File: config.mk
export PLATFORM = sky130hd
export DESIGN_NAME = hwcfg_regs
export DESIGN_NICKNAME = d
export VERILOG_FILES = /design/src/verilog/hwcfg_regs.v
export VERILOG_INCLUDE_DIRS = /design/src /design/src/verilog
export SDC_FILE = /design/constraint.sdc
export NUM_CORES = 1
export LEC_CHECK = 0
export ABC_AREA = 1
export BUFFER_PORTS_ARGS = -buffer_cell sky130_fd_sc_hd__clkbuf_2
export CORE_MARGIN = 2
export CORE_UTILIZATION = 47
export DETAILED_ROUTE_END_ITERATION = 10
export PLACE_DENSITY = 0.88
export SYNTH_ARGS = -nofsm -noshare
export SYNTH_HDL_FRONTEND = slang
export SYNTH_SLANG_ARGS = --single-unit
File: constraint.sdc
create_clock -name SYS_CLK_IN -period 1.55 [get_ports SYS_CLK_IN]
set_input_delay 0.2325 -clock SYS_CLK_IN [delete_from_list [all_inputs] [get_ports SYS_CLK_IN]]
set_output_delay 0.2325 -clock SYS_CLK_IN [all_outputs]
set_load 0.03 [all_outputs]
File: src/verilog/hwcfg_map.vh
/*
 * register map constants for the low hardware configuration fields.
 * assumes: included by the block, a single 32-bit wishbone word register.
 */
`ifndef HWCFG_MAP_VH
`define HWCFG_MAP_VH

`define HWCFG_ADDR_HW_CONFIG     8'h14
`define HWCFG_BIT_RXOFF_HI       10
`define HWCFG_BIT_RXOFF_LO       9
`define HWCFG_BIT_STALL_DIS      8
`define HWCFG_BIT_MII_VIS        7
`define HWCFG_BIT_DISCARD        6
`define HWCFG_BIT_MULTI_FRAME    5
`define HWCFG_BIT_EE_TMO_SEL     4
`define HWCFG_BIT_LITE_RST       3
`define HWCFG_BIT_PHY_CHOICE     2
`define HWCFG_RST_RXOFF          2'h0
`define HWCFG_RST_BIT            1'h0
`define HWCFG_CLK_HZ             10000000
`define HWCFG_EE_TMO_LONG_US     30000
`define HWCFG_EE_TMO_SHORT_NS    1280
`define HWCFG_EE_TMO_LONG_CYC    (`HWCFG_EE_TMO_LONG_US * 10)
`define HWCFG_EE_TMO_SHORT_CYC   ((`HWCFG_EE_TMO_SHORT_NS * 10) / 1000)
`define HWCFG_LITE_RST_CYC       16

`endif

File: src/verilog/hwcfg_regs.v
/*
 * low fields of the hardware configuration register, with their
 * effects on receive offset, bulk-out stall, mii pin visibility, frame
 * discard, multi-frame packing, eeprom time-out and lite reset.
 * assumes: classic wishbone slave, single clock, synchronous inputs,
 * phy strap stable around reset release.
 */
// Notes on behaviour
// [RULE1] receive offset inserts zero to three bytes
// [RULE2] software keeps offset fixed after rx enable
// [RULE3] loss of sync stalls bulk-out unless disabled
// [RULE4] visibility bit drives mii pins as outputs
// [RULE5] visibility ignored with external phy
// [RULE6] visibility overrides general-purpose pin use
// [RULE7] discard bit drops errored receive frames
// [RULE8] multi-frame bit allows packing in transmit
// [RULE9] receive path always accepts multiple frames
// [RULE10] eeprom time-out 30 ms or 1.28 us; the short limit here is 12 cycles, 1.2 us at 10 MHz
// [RULE11] writing one starts lite reset
// [RULE12] lite reset spares usb controller, eeprom, phy
// [RULE13] lite reset bit self-clears when done
// [RULE14] phy choice reads 0 internal, 1 external
// [RULE15] phy choice reset value from strap
// [RULE16] writes to phy choice are ignored
`timescale 1ns/1ns
`default_nettype none
`include "hwcfg_map.vh"

module hwcfg_regs #(
    parameter EE_TMO_LONG_CYC  = `HWCFG_EE_TMO_LONG_CYC,
    parameter EE_TMO_SHORT_CYC = `HWCFG_EE_TMO_SHORT_CYC,
    parameter LITE_RST_CYC     = `HWCFG_LITE_RST_CYC
) (
    input  wire        SYS_CLK_IN,
    input  wire        RST_N_IN,
    input  wire [7:0]  WB_ADR_IN,
    input  wire [31:0] WB_DAT_IN,
    input  wire [3:0]  WB_SEL_IN,
    input  wire        WB_WE_IN,
    input  wire        WB_CYC_IN,
    input  wire        WB_STB_IN,
    output reg  [31:0] WB_DAT_OUT,
    output reg         WB_ACK_OUT,
    input  wire        PHY_CHOICE_STRAP_IN,
    input  wire        RX_START_IN,
    input  wire [7:0]  RX_BYTE_IN,
    input  wire        RX_BYTE_VALID_IN,
    output reg  [7:0]  RX_BYTE_OUT,
    output reg         RX_BYTE_VALID_OUT,
    input  wire        RX_FRAME_END_IN,
    input  wire        RX_FRAME_ERROR_IN,
    output reg         RX_FRAME_DROP_OUT,
    output reg         RX_FRAME_KEEP_OUT,
    output wire        RX_MULTI_FRAME_OK_OUT,
    input  wire        TX_LOSS_OF_SYNC_IN,
    input  wire        TX_STALL_CLEAR_IN,
    output reg         BULK_OUT_STALL_OUT,
    output wire        TX_MULTI_FRAME_OUT,
    input  wire [7:0]  MII_SIGNALS_IN,
    input  wire        PHY_INTERRUPT_PIN_IN,
    input  wire [7:0]  GPIO_OUT_IN,
    input  wire [7:0]  GPIO_OE_IN,
    output reg  [7:0]  MII_PIN_OUT,
    output reg  [7:0]  MII_PIN_OE_OUT,
    output reg         PHY_INTERRUPT_PIN_OUT,
    output reg         PHY_INTERRUPT_PIN_OE_OUT,
    input  wire        EE_WAIT_IN,
    output reg         EE_TIMEOUT_OUT,
    input  wire        LITE_RESET_DONE_IN,
    output reg         LITE_RESET_OUT
);

    reg  [1:0]  receive_byte_offset;
    reg         bulk_out_stall_disable;
    reg         mii_pin_visibility;
    reg         discard_errored_frames;
    reg         multi_frame_packing;
    reg         eeprom_timeout_select;
    reg         lite_reset_request;
    reg         phy_choice_strap;
    reg         strap_pending;
    reg  [1:0]  pad_left;
    reg  [18:0] ee_count;
    reg  [7:0]  lite_count;
    wire        wb_req;
    wire        wr_low;
    wire        hit;
    wire [31:0] cfg_word;
    wire        mii_shown;

    assign wb_req = WB_CYC_IN & WB_STB_IN & ~WB_ACK_OUT;
    assign hit    = (WB_ADR_IN == `HWCFG_ADDR_HW_CONFIG);
    assign wr_low = wb_req & WB_WE_IN & hit;

    assign cfg_word = {21'h000000,
                       receive_byte_offset,
                       bulk_out_stall_disable,
                       mii_pin_visibility,
                       discard_errored_frames,
                       multi_frame_packing,
                       eeprom_timeout_select,
                       lite_reset_request,
                       phy_choice_strap,
                       2'h0};

    // one wait-free answer: ack the cycle after the strobe, unmapped reads 0
    always @(posedge SYS_CLK_IN) begin
        if (!RST_N_IN) begin
            WB_ACK_OUT <= 1'b0;
            WB_DAT_OUT <= 32'h00000000;
        end else begin
            WB_ACK_OUT <= wb_req;
            if (wb_req && !WB_WE_IN)
                WB_DAT_OUT <= hit ? cfg_word : 32'h00000000;
        end
    end

    // offset is not guarded: software must hold it once rx runs, see [RULE2]
    always @(posedge SYS_CLK_IN) begin
        if (!RST_N_IN) begin
            receive_byte_offset    <= `HWCFG_RST_RXOFF;
            bulk_out_stall_disable <= `HWCFG_RST_BIT;
            mii_pin_visibility     <= `HWCFG_RST_BIT;
            discard_errored_frames <= `HWCFG_RST_BIT;
            multi_frame_packing    <= `HWCFG_RST_BIT;
            eeprom_timeout_select  <= `HWCFG_RST_BIT;
        end else if (wr_low) begin
            if (WB_SEL_IN[1])
                receive_byte_offset <= WB_DAT_IN[`HWCFG_BIT_RXOFF_HI:
                                                 `HWCFG_BIT_RXOFF_LO];
            if (WB_SEL_IN[1])
                bulk_out_stall_disable <= WB_DAT_IN[`HWCFG_BIT_STALL_DIS];
            if (WB_SEL_IN[0]) begin
                mii_pin_visibility     <= WB_DAT_IN[`HWCFG_BIT_MII_VIS];
                discard_errored_frames <= WB_DAT_IN[`HWCFG_BIT_DISCARD];
                multi_frame_packing    <= WB_DAT_IN[`HWCFG_BIT_MULTI_FRAME];
                eeprom_timeout_select  <= WB_DAT_IN[`HWCFG_BIT_EE_TMO_SEL];
            end
        end
    end

    // strap caught on the first clock after release, never by the reset
    always @(posedge SYS_CLK_IN) begin
        if (!RST_N_IN) begin
            strap_pending    <= 1'b1;
            phy_choice_strap <= 1'b0;
        end else if (strap_pending) begin
            strap_pending    <= 1'b0;
            phy_choice_strap <= PHY_CHOICE_STRAP_IN; // see [RULE15]
        end
    end
    // no write path to phy_choice_strap exists, see [RULE16] [RULE14]

    // lite reset: held until done or the local count ends, see [RULE13]
    always @(posedge SYS_CLK_IN) begin
        if (!RST_N_IN) begin
            lite_reset_request <= 1'b0;
            lite_count         <= 8'h00;
        end else if (!lite_reset_request) begin
            if (wr_low && WB_SEL_IN[0] && WB_DAT_IN[`HWCFG_BIT_LITE_RST]) begin
                lite_reset_request <= 1'b1; // see [RULE11]
                lite_count         <= 8'h00;
            end
        end else if (LITE_RESET_DONE_IN ||
                     lite_count == LITE_RST_CYC[7:0] - 8'h01) begin
            lite_reset_request <= 1'b0; // see [RULE13]
        end else begin
            lite_count <= lite_count + 8'h01;
        end
    end

    // only the datapath sees this reset; usb side has no input here
    always @* begin
        LITE_RESET_OUT = lite_reset_request; // see [RULE12]
    end

    // receive offset: pad bytes of zero before the first data byte
    always @(posedge SYS_CLK_IN) begin
        if (!RST_N_IN) begin
            pad_left          <= 2'h0;
            RX_BYTE_OUT       <= 8'h00;
            RX_BYTE_VALID_OUT <= 1'b0;
        end else if (RX_START_IN) begin
            pad_left          <= receive_byte_offset; // see [RULE1]
            RX_BYTE_OUT       <= 8'h00;
            RX_BYTE_VALID_OUT <= 1'b0;
        end else if (pad_left != 2'h0) begin
            pad_left          <= pad_left - 2'h1; // see [RULE1]
            RX_BYTE_OUT       <= 8'h00;
            RX_BYTE_VALID_OUT <= 1'b1;
        end else begin
            RX_BYTE_OUT       <= RX_BYTE_IN;
            RX_BYTE_VALID_OUT <= RX_BYTE_VALID_IN;
        end
    end

    // frame verdict at frame end
    always @(posedge SYS_CLK_IN) begin
        if (!RST_N_IN) begin
            RX_FRAME_DROP_OUT <= 1'b0;
            RX_FRAME_KEEP_OUT <= 1'b0;
        end else begin
            RX_FRAME_DROP_OUT <= RX_FRAME_END_IN & RX_FRAME_ERROR_IN &
                                 discard_errored_frames; // see [RULE7]
            RX_FRAME_KEEP_OUT <= RX_FRAME_END_IN &
                                 ~(RX_FRAME_ERROR_IN &
                                   discard_errored_frames); // see [RULE7]
        end
    end

    assign RX_MULTI_FRAME_OK_OUT = 1'b1; // see [RULE9]
    assign TX_MULTI_FRAME_OUT    = multi_frame_packing; // see [RULE8]

    // stall held until the transmit side clears it; a new loss wins
    always @(posedge SYS_CLK_IN) begin
        if (!RST_N_IN)
            BULK_OUT_STALL_OUT <= 1'b0;
        else if (TX_LOSS_OF_SYNC_IN && !bulk_out_stall_disable)
            BULK_OUT_STALL_OUT <= 1'b1; // see [RULE3]
        else if (TX_STALL_CLEAR_IN)
            BULK_OUT_STALL_OUT <= 1'b0;
    end

    // mii shown only with internal phy, overriding gpio use
    // one cycle of pin latency traded for glitch-free registered drive
    assign mii_shown = mii_pin_visibility & ~phy_choice_strap; // see [RULE5]

    always @(posedge SYS_CLK_IN) begin
        if (!RST_N_IN) begin
            MII_PIN_OUT              <= 8'h00;
            MII_PIN_OE_OUT           <= 8'h00;
            PHY_INTERRUPT_PIN_OUT    <= 1'b0;
            PHY_INTERRUPT_PIN_OE_OUT <= 1'b0;
        end else if (mii_shown) begin
            MII_PIN_OUT              <= MII_SIGNALS_IN; // see [RULE4]
            MII_PIN_OE_OUT           <= 8'hff; // see [RULE6]
            PHY_INTERRUPT_PIN_OUT    <= PHY_INTERRUPT_PIN_IN;
            PHY_INTERRUPT_PIN_OE_OUT <= 1'b1; // see [RULE4]
        end else if (!phy_choice_strap) begin
            MII_PIN_OUT              <= GPIO_OUT_IN;
            MII_PIN_OE_OUT           <= GPIO_OE_IN;
            PHY_INTERRUPT_PIN_OUT    <= 1'b0;
            PHY_INTERRUPT_PIN_OE_OUT <= 1'b0;
        end else begin
            // external phy owns the mii pins as inputs to this block
            MII_PIN_OUT              <= 8'h00;
            MII_PIN_OE_OUT           <= 8'h00;
            PHY_INTERRUPT_PIN_OUT    <= 1'b0;
            PHY_INTERRUPT_PIN_OE_OUT <= 1'b0;
        end
    end

    // eeprom wait counter; limit chosen by the select bit
    // the long limit is many cycles of real time; benches shrink it
    // by parameter, the counter width covers the documented default
    always @(posedge SYS_CLK_IN) begin
        if (!RST_N_IN) begin
            ee_count       <= 19'h00000;
            EE_TIMEOUT_OUT <= 1'b0;
        end else if (!EE_WAIT_IN) begin
            ee_count       <= 19'h00000;
            EE_TIMEOUT_OUT <= 1'b0;
        end else if (!EE_TIMEOUT_OUT) begin
            ee_count <= ee_count + 19'h00001;
            if (ee_count == (eeprom_timeout_select ?
                             EE_TMO_SHORT_CYC[18:0] - 19'h00001 :
                             EE_TMO_LONG_CYC[18:0] - 19'h00001))
                EE_TIMEOUT_OUT <= 1'b1; // see [RULE10]
        end
    end

endmodule // hwcfg_regs

`default_nettype wire
==> reports/qor.yml, run 1 <==
synth-seq-area-share: 0.4694
final.min_clock_period_ns: 1.492
global_route_wire_length_before_repair_um: 12310
power.total_w: 0.004154
grt_use_met3: 0.04801
irDropWorstVdd_mv: 0.7472
clkTransAtPathRegs_ns: 0.08
nNetsFinal: 679
power_switching_share: 0.2613
cts.htree.levels: 3
avgViaCountPerCell: 4.739
num_rows: 31
layout-drive-gt1-share: 0.2763
setup_repair_after_global_routing_missed_its_margin: "true"
finalClockSkew_ns: 0.007011
clock_tree_from_tritoncts: "built"
p_sw_w: 0.001086
hold-path-cell-count: 3
critical_path.reg2reg.startpoint: "ee_count[1]"
min_period_over_period: 0.9627
cellPowerDensity_mw_per_mm2: 966.6
routed_wl_um: 8007
dieArea_mm2: 0.007958
clock-root-buffer: "sky130_fd_sc_hd__clkbuf_8"
fmaxAchievable_ghz: 0.6702
clock_tree.buffer_depth: 2
dieHeight_um: 89.21
place.gp.congestion: 0.8728
p_clk_frac: 0.384
synthesis.yosys.warnings: 0
area_growth_syn_to_layout_pct: 25.96
yosys.area.top_type: "sky130_fd_sc_hd__dfxtp_1"
seq_power_share: 0.511
worst_setup_path_start_kind: "register"
cts_sinks: 80
coreArea_mm2: 0.007137
number_of_global_route_vias_before_repair: 2834
final-max-slew-violation-count: 0
yosysTopAreaCellShare: 0.4694
largest_net_degree_at_the_start_of_global_routing: 19
synthDistinctLibCells: 31
combPwrFrac: 0.105
post_synth_instance_area_mm2: 0.003412
post-dp-hpwl_um: 6015
area_of_all_placed_cells_without_fillers_mm2: 0.004298
ys_async_sr_fraction: 0
syn_avg_cell_area_um2: 7.353
synth_seq_cells: 80
place.port_buffers: 107
stdcell_count: 689
cp_max_fo: 5
vias: 3265
worst-endpoint-required_ns: 1.80
synth_flop_cell: "sky130_fd_sc_hd__dfxtp_1"
highest_count_cells_in_the_layout_ignoring_fill_and_taps: "sky130_fd_sc_hd__clkbuf_2, sky130_fd_sc_hd__nand2_1, sky130_fd_sc_hd__dfxtp_1"
holdCritPathClass: "input port to register"
drv.max_cap_violation_count: 0
globalRoute.totalOverflow: 0
detail_route.iter0.violations: 149
grt_usage: 0.2006
finalCoreUtilization: 0.6022
globalRoute.busiestLayer: "met2"
die_w_um: 89.21
most_common_library_cell_in_the_layout_ignoring_fill_and_taps: "sky130_fd_sc_hd__clkbuf_2"
grt_util_met2: 0.3407
regToRegSetupSlack_ns: 0.06
min-delay-start: "RX_BYTE_IN[1]"
leakage_nw: 1.966
yosys-top-cells-area: "sky130_fd_sc_hd__dfxtp_1, sky130_fd_sc_hd__nand2_1, sky130_fd_sc_hd__nor2_1, sky130_fd_sc_hd__a21oi_1, sky130_fd_sc_hd__inv_1"
worst_ep_arrival_time_ns: 1.74
ant_nets: 0
number_of_synthesized_flops_with_an_enable_pin: 0
dp_cells: 671
setup.worst_path.end_class: "register"
intPower_w: 0.003068
start_util: 0.4781
cts_made_buffers: 9
finalSetupViolations: 0
ff2ff_path_depth: 8
worstHoldEndpoint: "RX_BYTE_OUT[1]"
route.detailed.drc: 0
antenna-diode-count: 0
gr-usage-met1: 0.2414
placedInstanceArea_mm2: 0.004018
timing_worst_setup_path_type: "register to register"
worst_r2r_endpoint: "ee_count[18]"
final.fill_count: 675
syn_inst: 464
grt_antenna_before_repair: 0
avgRoutedWirePerCell_um: 11.62
worst_skew_pair.late_latency_ns: 0.35
hold_violations_final: 0
cts-hold-fix-buffers: 0
run_status: "completed"
io-pin-count: 158
drt_pre_antenna_iters: 5
## synth_stat cells (4+ instances only)
master / count
sky130_fd_sc_hd__nand3_1: 29
sky130_fd_sc_hd__nand2_1: 85
sky130_fd_sc_hd__dfxtp_1: 80
sky130_fd_sc_hd__nand4_1: 7
sky130_fd_sc_hd__nor2_2: 5
sky130_fd_sc_hd__inv_1: 56
sky130_fd_sc_hd__buf_4: 25
sky130_fd_sc_hd__nor2_1: 68
sky130_fd_sc_hd__a21oi_1: 49
sky130_fd_sc_hd__o21ai_0: 19
sky130_fd_sc_hd__nor3_1: 5
sky130_fd_sc_hd__buf_2: 4
## through the flow
| stage | worst slack (ns) | setup TNS [ns] | hold slack (ns) |
|---|---|---|---|
| finish | 0.05784 | 0 | 0.06533 |
| global route | -0.03247 | -0.04988 | 0.05200 |
| CTS | -0.001078 | -0.001078 | 0.05355 |
| detailed placement | 0.009847 | 0 | 0.4184 |
| global placement | 0.05537 | 0 | 0.4094 |
| floorplan | 0.2002 | 0 | 0.3110 |
## cells by family after synthesis
kind of cell    Yosys count  synth area share
compound gates           74            0.1122
flops                    80            0.4694
other cells               2          0.002201
simple gates            208            0.2637
fa+ha+maj                 3           0.01100
xor+xnor                  4           0.01027
buf+inv                  93            0.1313
## power groups by stage
stage	Clock, W	Sequential (W)	Combinational, W
after global routing	0.00169	0.00213	0.000481
after floorplan	0	0.00225	0.000238
after global placement	0	0.00217	0.000424
final	0.00159	0.00212	0.000437
after CTS	0.00161	0.00212	0.000434
after detailed placement	0	0.00217	0.000433
## critical path: stages (launching register included)
cell,delay [ns]
sky130_fd_sc_hd__dfxtp_2,0.35
sky130_fd_sc_hd__ha_4,0.15
sky130_fd_sc_hd__nand3_2,0.07
sky130_fd_sc_hd__nor2_1,0.13
sky130_fd_sc_hd__nand4_1,0.26
sky130_fd_sc_hd__nor2_2,0.23
sky130_fd_sc_hd__nand3_1,0.09
sky130_fd_sc_hd__nand2_1,0.07
sky130_fd_sc_hd__nor2_1,0.04
## registers in the layout, indices dropped and copies added (netlist names), 2 cells and up
signal / count
MII_PIN_OE_OUT: 8
MII_PIN_OUT: 8
pad_left: 2
ee_count: 19
receive_byte_offset: 2
WB_DAT_OUT: 9
RX_BYTE_OUT: 8
lite_count: 8
## how the worst max path moves through the flow
stage / startpoint / cells past startpoint / slack (ns) / end
6_report: ee_count[1] / 8 / 0.06 / ee_count[18]
5_1_grt: ee_count[0] / 8 / -0.03 / ee_count[18]
4_1_cts: ee_count[0] / 8 / -0.001 / ee_count[16]
3_5_place_dp: ee_count[0] / 8 / 0.01 / ee_count[18]
3_3_place_gp: ee_count[0] / 8 / 0.06 / ee_count[16]
2_1_floorplan: EE_TIMEOUT_OUT / 8 / 0.20 / ee_count[18]
## final cells by class
class	instances	area, um2	area share
Clock buffer	11	151.4	0.03523
Clock inverter	5	55.05	0.01281
Inverter	61	229.0	0.05328
Multi-Input combinational cell	313	1499	0.3488
Sequential cell	80	1607	0.3738
Tap cell	99	123.9	0.02882
Timing Repair Buffer	120	633.1	0.1473
## routing by layer
| metal | vias to the layer above | routed length, um |
|---|---|---|
| li1 | 1662 | - |
| met1 | 1485 | 3291 |
| met2 | 108 | 4152 |
| met3 | 10 | 474 |
| met4 | 0 | 89 |
| met5 | - | 0 |
## repair_timing
action / CTS / global route
gates resized for setup: 1 / 15
buffers inserted: 0 / 2
pin swaps: 0 / 5
endpoints found under the setup margin: 1 / 15
No activity file was read; power rests on OpenSTA's default activity.
==> run 2, diff against run 1 <==
- CELL_PAD_IN_SITES_DETAIL_PLACEMENT: unset -> 1
- CELL_PAD_IN_SITES_GLOBAL_PLACEMENT: unset -> 1
- CORE_UTILIZATION: 47 -> 32
- CTS_CLUSTER_SIZE: unset -> 25
==> run 2 against run 1 <==
  * Non-clock buffer count decreased by 1
  * Clock power decreased by 3%
  * Design area increased by 0.87%
  * Largest power group unchanged
  * Critical endpoint unchanged
  * Utilization decreased by 18 points
  * Combinational power increased by 3%
  * Wire length increased by 25%
  * Critical path type unchanged
  * Clock skew increased by 0.0020 ns
==> reports/qor.yml, run 2 (synthesized netlist as in run 1, its figures left out) <==
run_status: "completed"
clock_tree.buffer_depth: 2
area_growth_syn_to_layout_pct: 27.06
route.detailed.drc: 0
holdCritPathClass: "input port to register"
final.fill_count: 1360
number_of_global_route_vias_before_repair: 3570
placedInstanceArea_mm2: 0.004056
antenna-diode-count: 0
drt_pre_antenna_iters: 4
min_period_over_period: 0.9407
finalClockSkew_ns: 0.008994
crit_path_end: "ee_count[18]"
avgViaCountPerCell: 4.634
cellPowerDensity_mw_per_mm2: 949.3
nNetsFinal: 678
setup_repair_after_global_routing_missed_its_margin: "true"
timing.critical_path.cells: "ha_4 -> nand3_2 -> nor2_2 -> nand4_1 -> nor2_2 -> nand3_1 -> nand2_1 -> nor2_1"
detail_route.iter0.violations: 71
largest_register_ffs: 19
num_rows: 37
grt_usage: 0.1779
dieArea_mm2: 0.01150
place.port_buffers: 107
crit_start: "ee_count[0]"
largest_register: "ee_count"
largest_net_degree_at_the_start_of_global_routing: 18
clock_tree_from_tritoncts: "built"
ant_nets: 0
finalCoreUtilization: 0.4199
leakage_nw: 1.951
clkTransAtPathRegs_ns: 0.08
worst_ep_arrival_time_ns: 1.71
start_util: 0.3305
cp_max_fo: 4
routed_wl_um: 10010
critical_path.reg2reg.startpoint: "ee_count[0]"
cts.htree.levels: 3
worst-endpoint-required_ns: 1.80
irDropWorstVdd_mv: 0.3816
globalRoute.totalOverflow: 0
highest_count_cells_in_the_layout_ignoring_fill_and_taps: "sky130_fd_sc_hd__clkbuf_2, sky130_fd_sc_hd__nand2_1, sky130_fd_sc_hd__dfxtp_1"
drv.max_cap_violation_count: 0
final-max-slew-violation-count: 0
reg_top3: "ee_count (19), WB_DAT_OUT (9)"
place.gp.congestion: 0.8309
cts-hold-fix-buffers: 0
area_of_all_placed_cells_without_fillers_mm2: 0.004335
avgRoutedWirePerCell_um: 13.80
fmaxAchievable_ghz: 0.6858
vias: 3360
die_w_um: 107.3
worst_path_most_repeated_cell: "sky130_fd_sc_hd__nor2_2"
timing_worst_setup_path_type: "register to register"
worst_r2r_endpoint: "ee_count[18]"
io-pin-count: 158
worst_path_largest_cell_delay_ns: 0.36
most_common_library_cell_in_the_layout_ignoring_fill_and_taps: "sky130_fd_sc_hd__clkbuf_2"
worst_setup_path_start_kind: "register"
setup.worst_path.end_class: "register"
final.min_clock_period_ns: 1.458
clock-root-buffer: "sky130_fd_sc_hd__clkbuf_8"
cts_made_buffers: 9
post-place-ws_ns: -0.005718
grt_antenna_before_repair: 0
hold_violations_final: 0
worst_path_max_delay_cell: "sky130_fd_sc_hd__dfxtp_2"
minimum_setup_slack_in_the_final_design_ns: 0.09189
regToRegSetupSlack_ns: 0.09
post-dp-hpwl_um: 7724
dieHeight_um: 107.3
ff2ff_path_depth: 8
worst_skew_pair.late_latency_ns: 0.35
coreArea_mm2: 0.01032
layout-drive-gt1-share: 0.2835
cts_sinks: 80
finalSetupViolations: 0
global_route_wire_length_before_repair_um: 16090
## run 2: cell types whose count changed in the layout (fill, tap and decap cells not counted), sizes merged
cell / before / now
inv: 59 / 60
buf: 13 / 12
clkbuf: 118 / 117
## run 2: timing repair
item,CTS,global route
pin swaps,3,3
hold endpoints to repair,0,0
gates resized for setup,8,14
setup endpoints to repair,4,18
buffers inserted,2,0
## run 2: critical path, delay by kind of cell (launching register included)
kind / cells / cell delay (ns)
adders and majority gates: 1 / 0.15
DFF: 1 / 0.36
and+or+nand+nor: 7 / 0.84
## run 2: how the worst min path moves through the flow
stage / cells after the start / slack, ns / endpoint / startpoint
floorplan: 1 / 0.31 / RX_BYTE_VALID_OUT / RX_START_IN
global placement: 1 / 0.41 / phy_choice_strap / strap_pending
detailed placement: 1 / 0.42 / phy_choice_strap / strap_pending
CTS: 3 / 0.05 / RX_BYTE_OUT[7] / RX_BYTE_IN[7]
global route: 3 / 0.05 / RX_BYTE_OUT[0] / RX_BYTE_IN[0]
finish: 3 / 0.07 / RX_BYTE_OUT[3] / RX_BYTE_IN[3]
## run 2: layout make-up
type                    count  area [um2]  area share
well taps                 136       170.2     0.03925
clock buffers              10       127.6     0.02944
repair buffers            119       625.6      0.1443
inverters                  61       229.0     0.05281
clock inverters             6       67.56     0.01558
multi-input cells         313        1504      0.3469
flip-flops and latches     80        1612      0.3717
## run 2: per-layer routing
layer / track usage / up-vias / part of all wire
li1: - / 1660 / -
met4: 0.07328 / 0 / 0.027
met3: 0.04116 / 23 / 0.036
met2: 0.3458 / 67 / 0.56
met5: 0 / - / 0
met1: 0.1797 / 1610 / 0.38
## run 2: stage by stage
stage          instances    TNS, ns  power [W]  hold slack (ns)
2_1_floorplan        486          0   0.002492           0.3110
3_3_place_gp         707          0   0.002597           0.4090
3_5_place_dp         707  -0.005718   0.002621           0.4207
4_1_cts              725          0   0.004183          0.04790
5_1_grt              725   -0.04747   0.004321          0.05082
6_report             725          0   0.004116          0.06914
## run 2: power by group
part | switching, W | internal [W]
sequential | 0.0000191 | 0.00211
clock | 0.000790 | 0.000750
combinational | 0.000314 | 0.000136
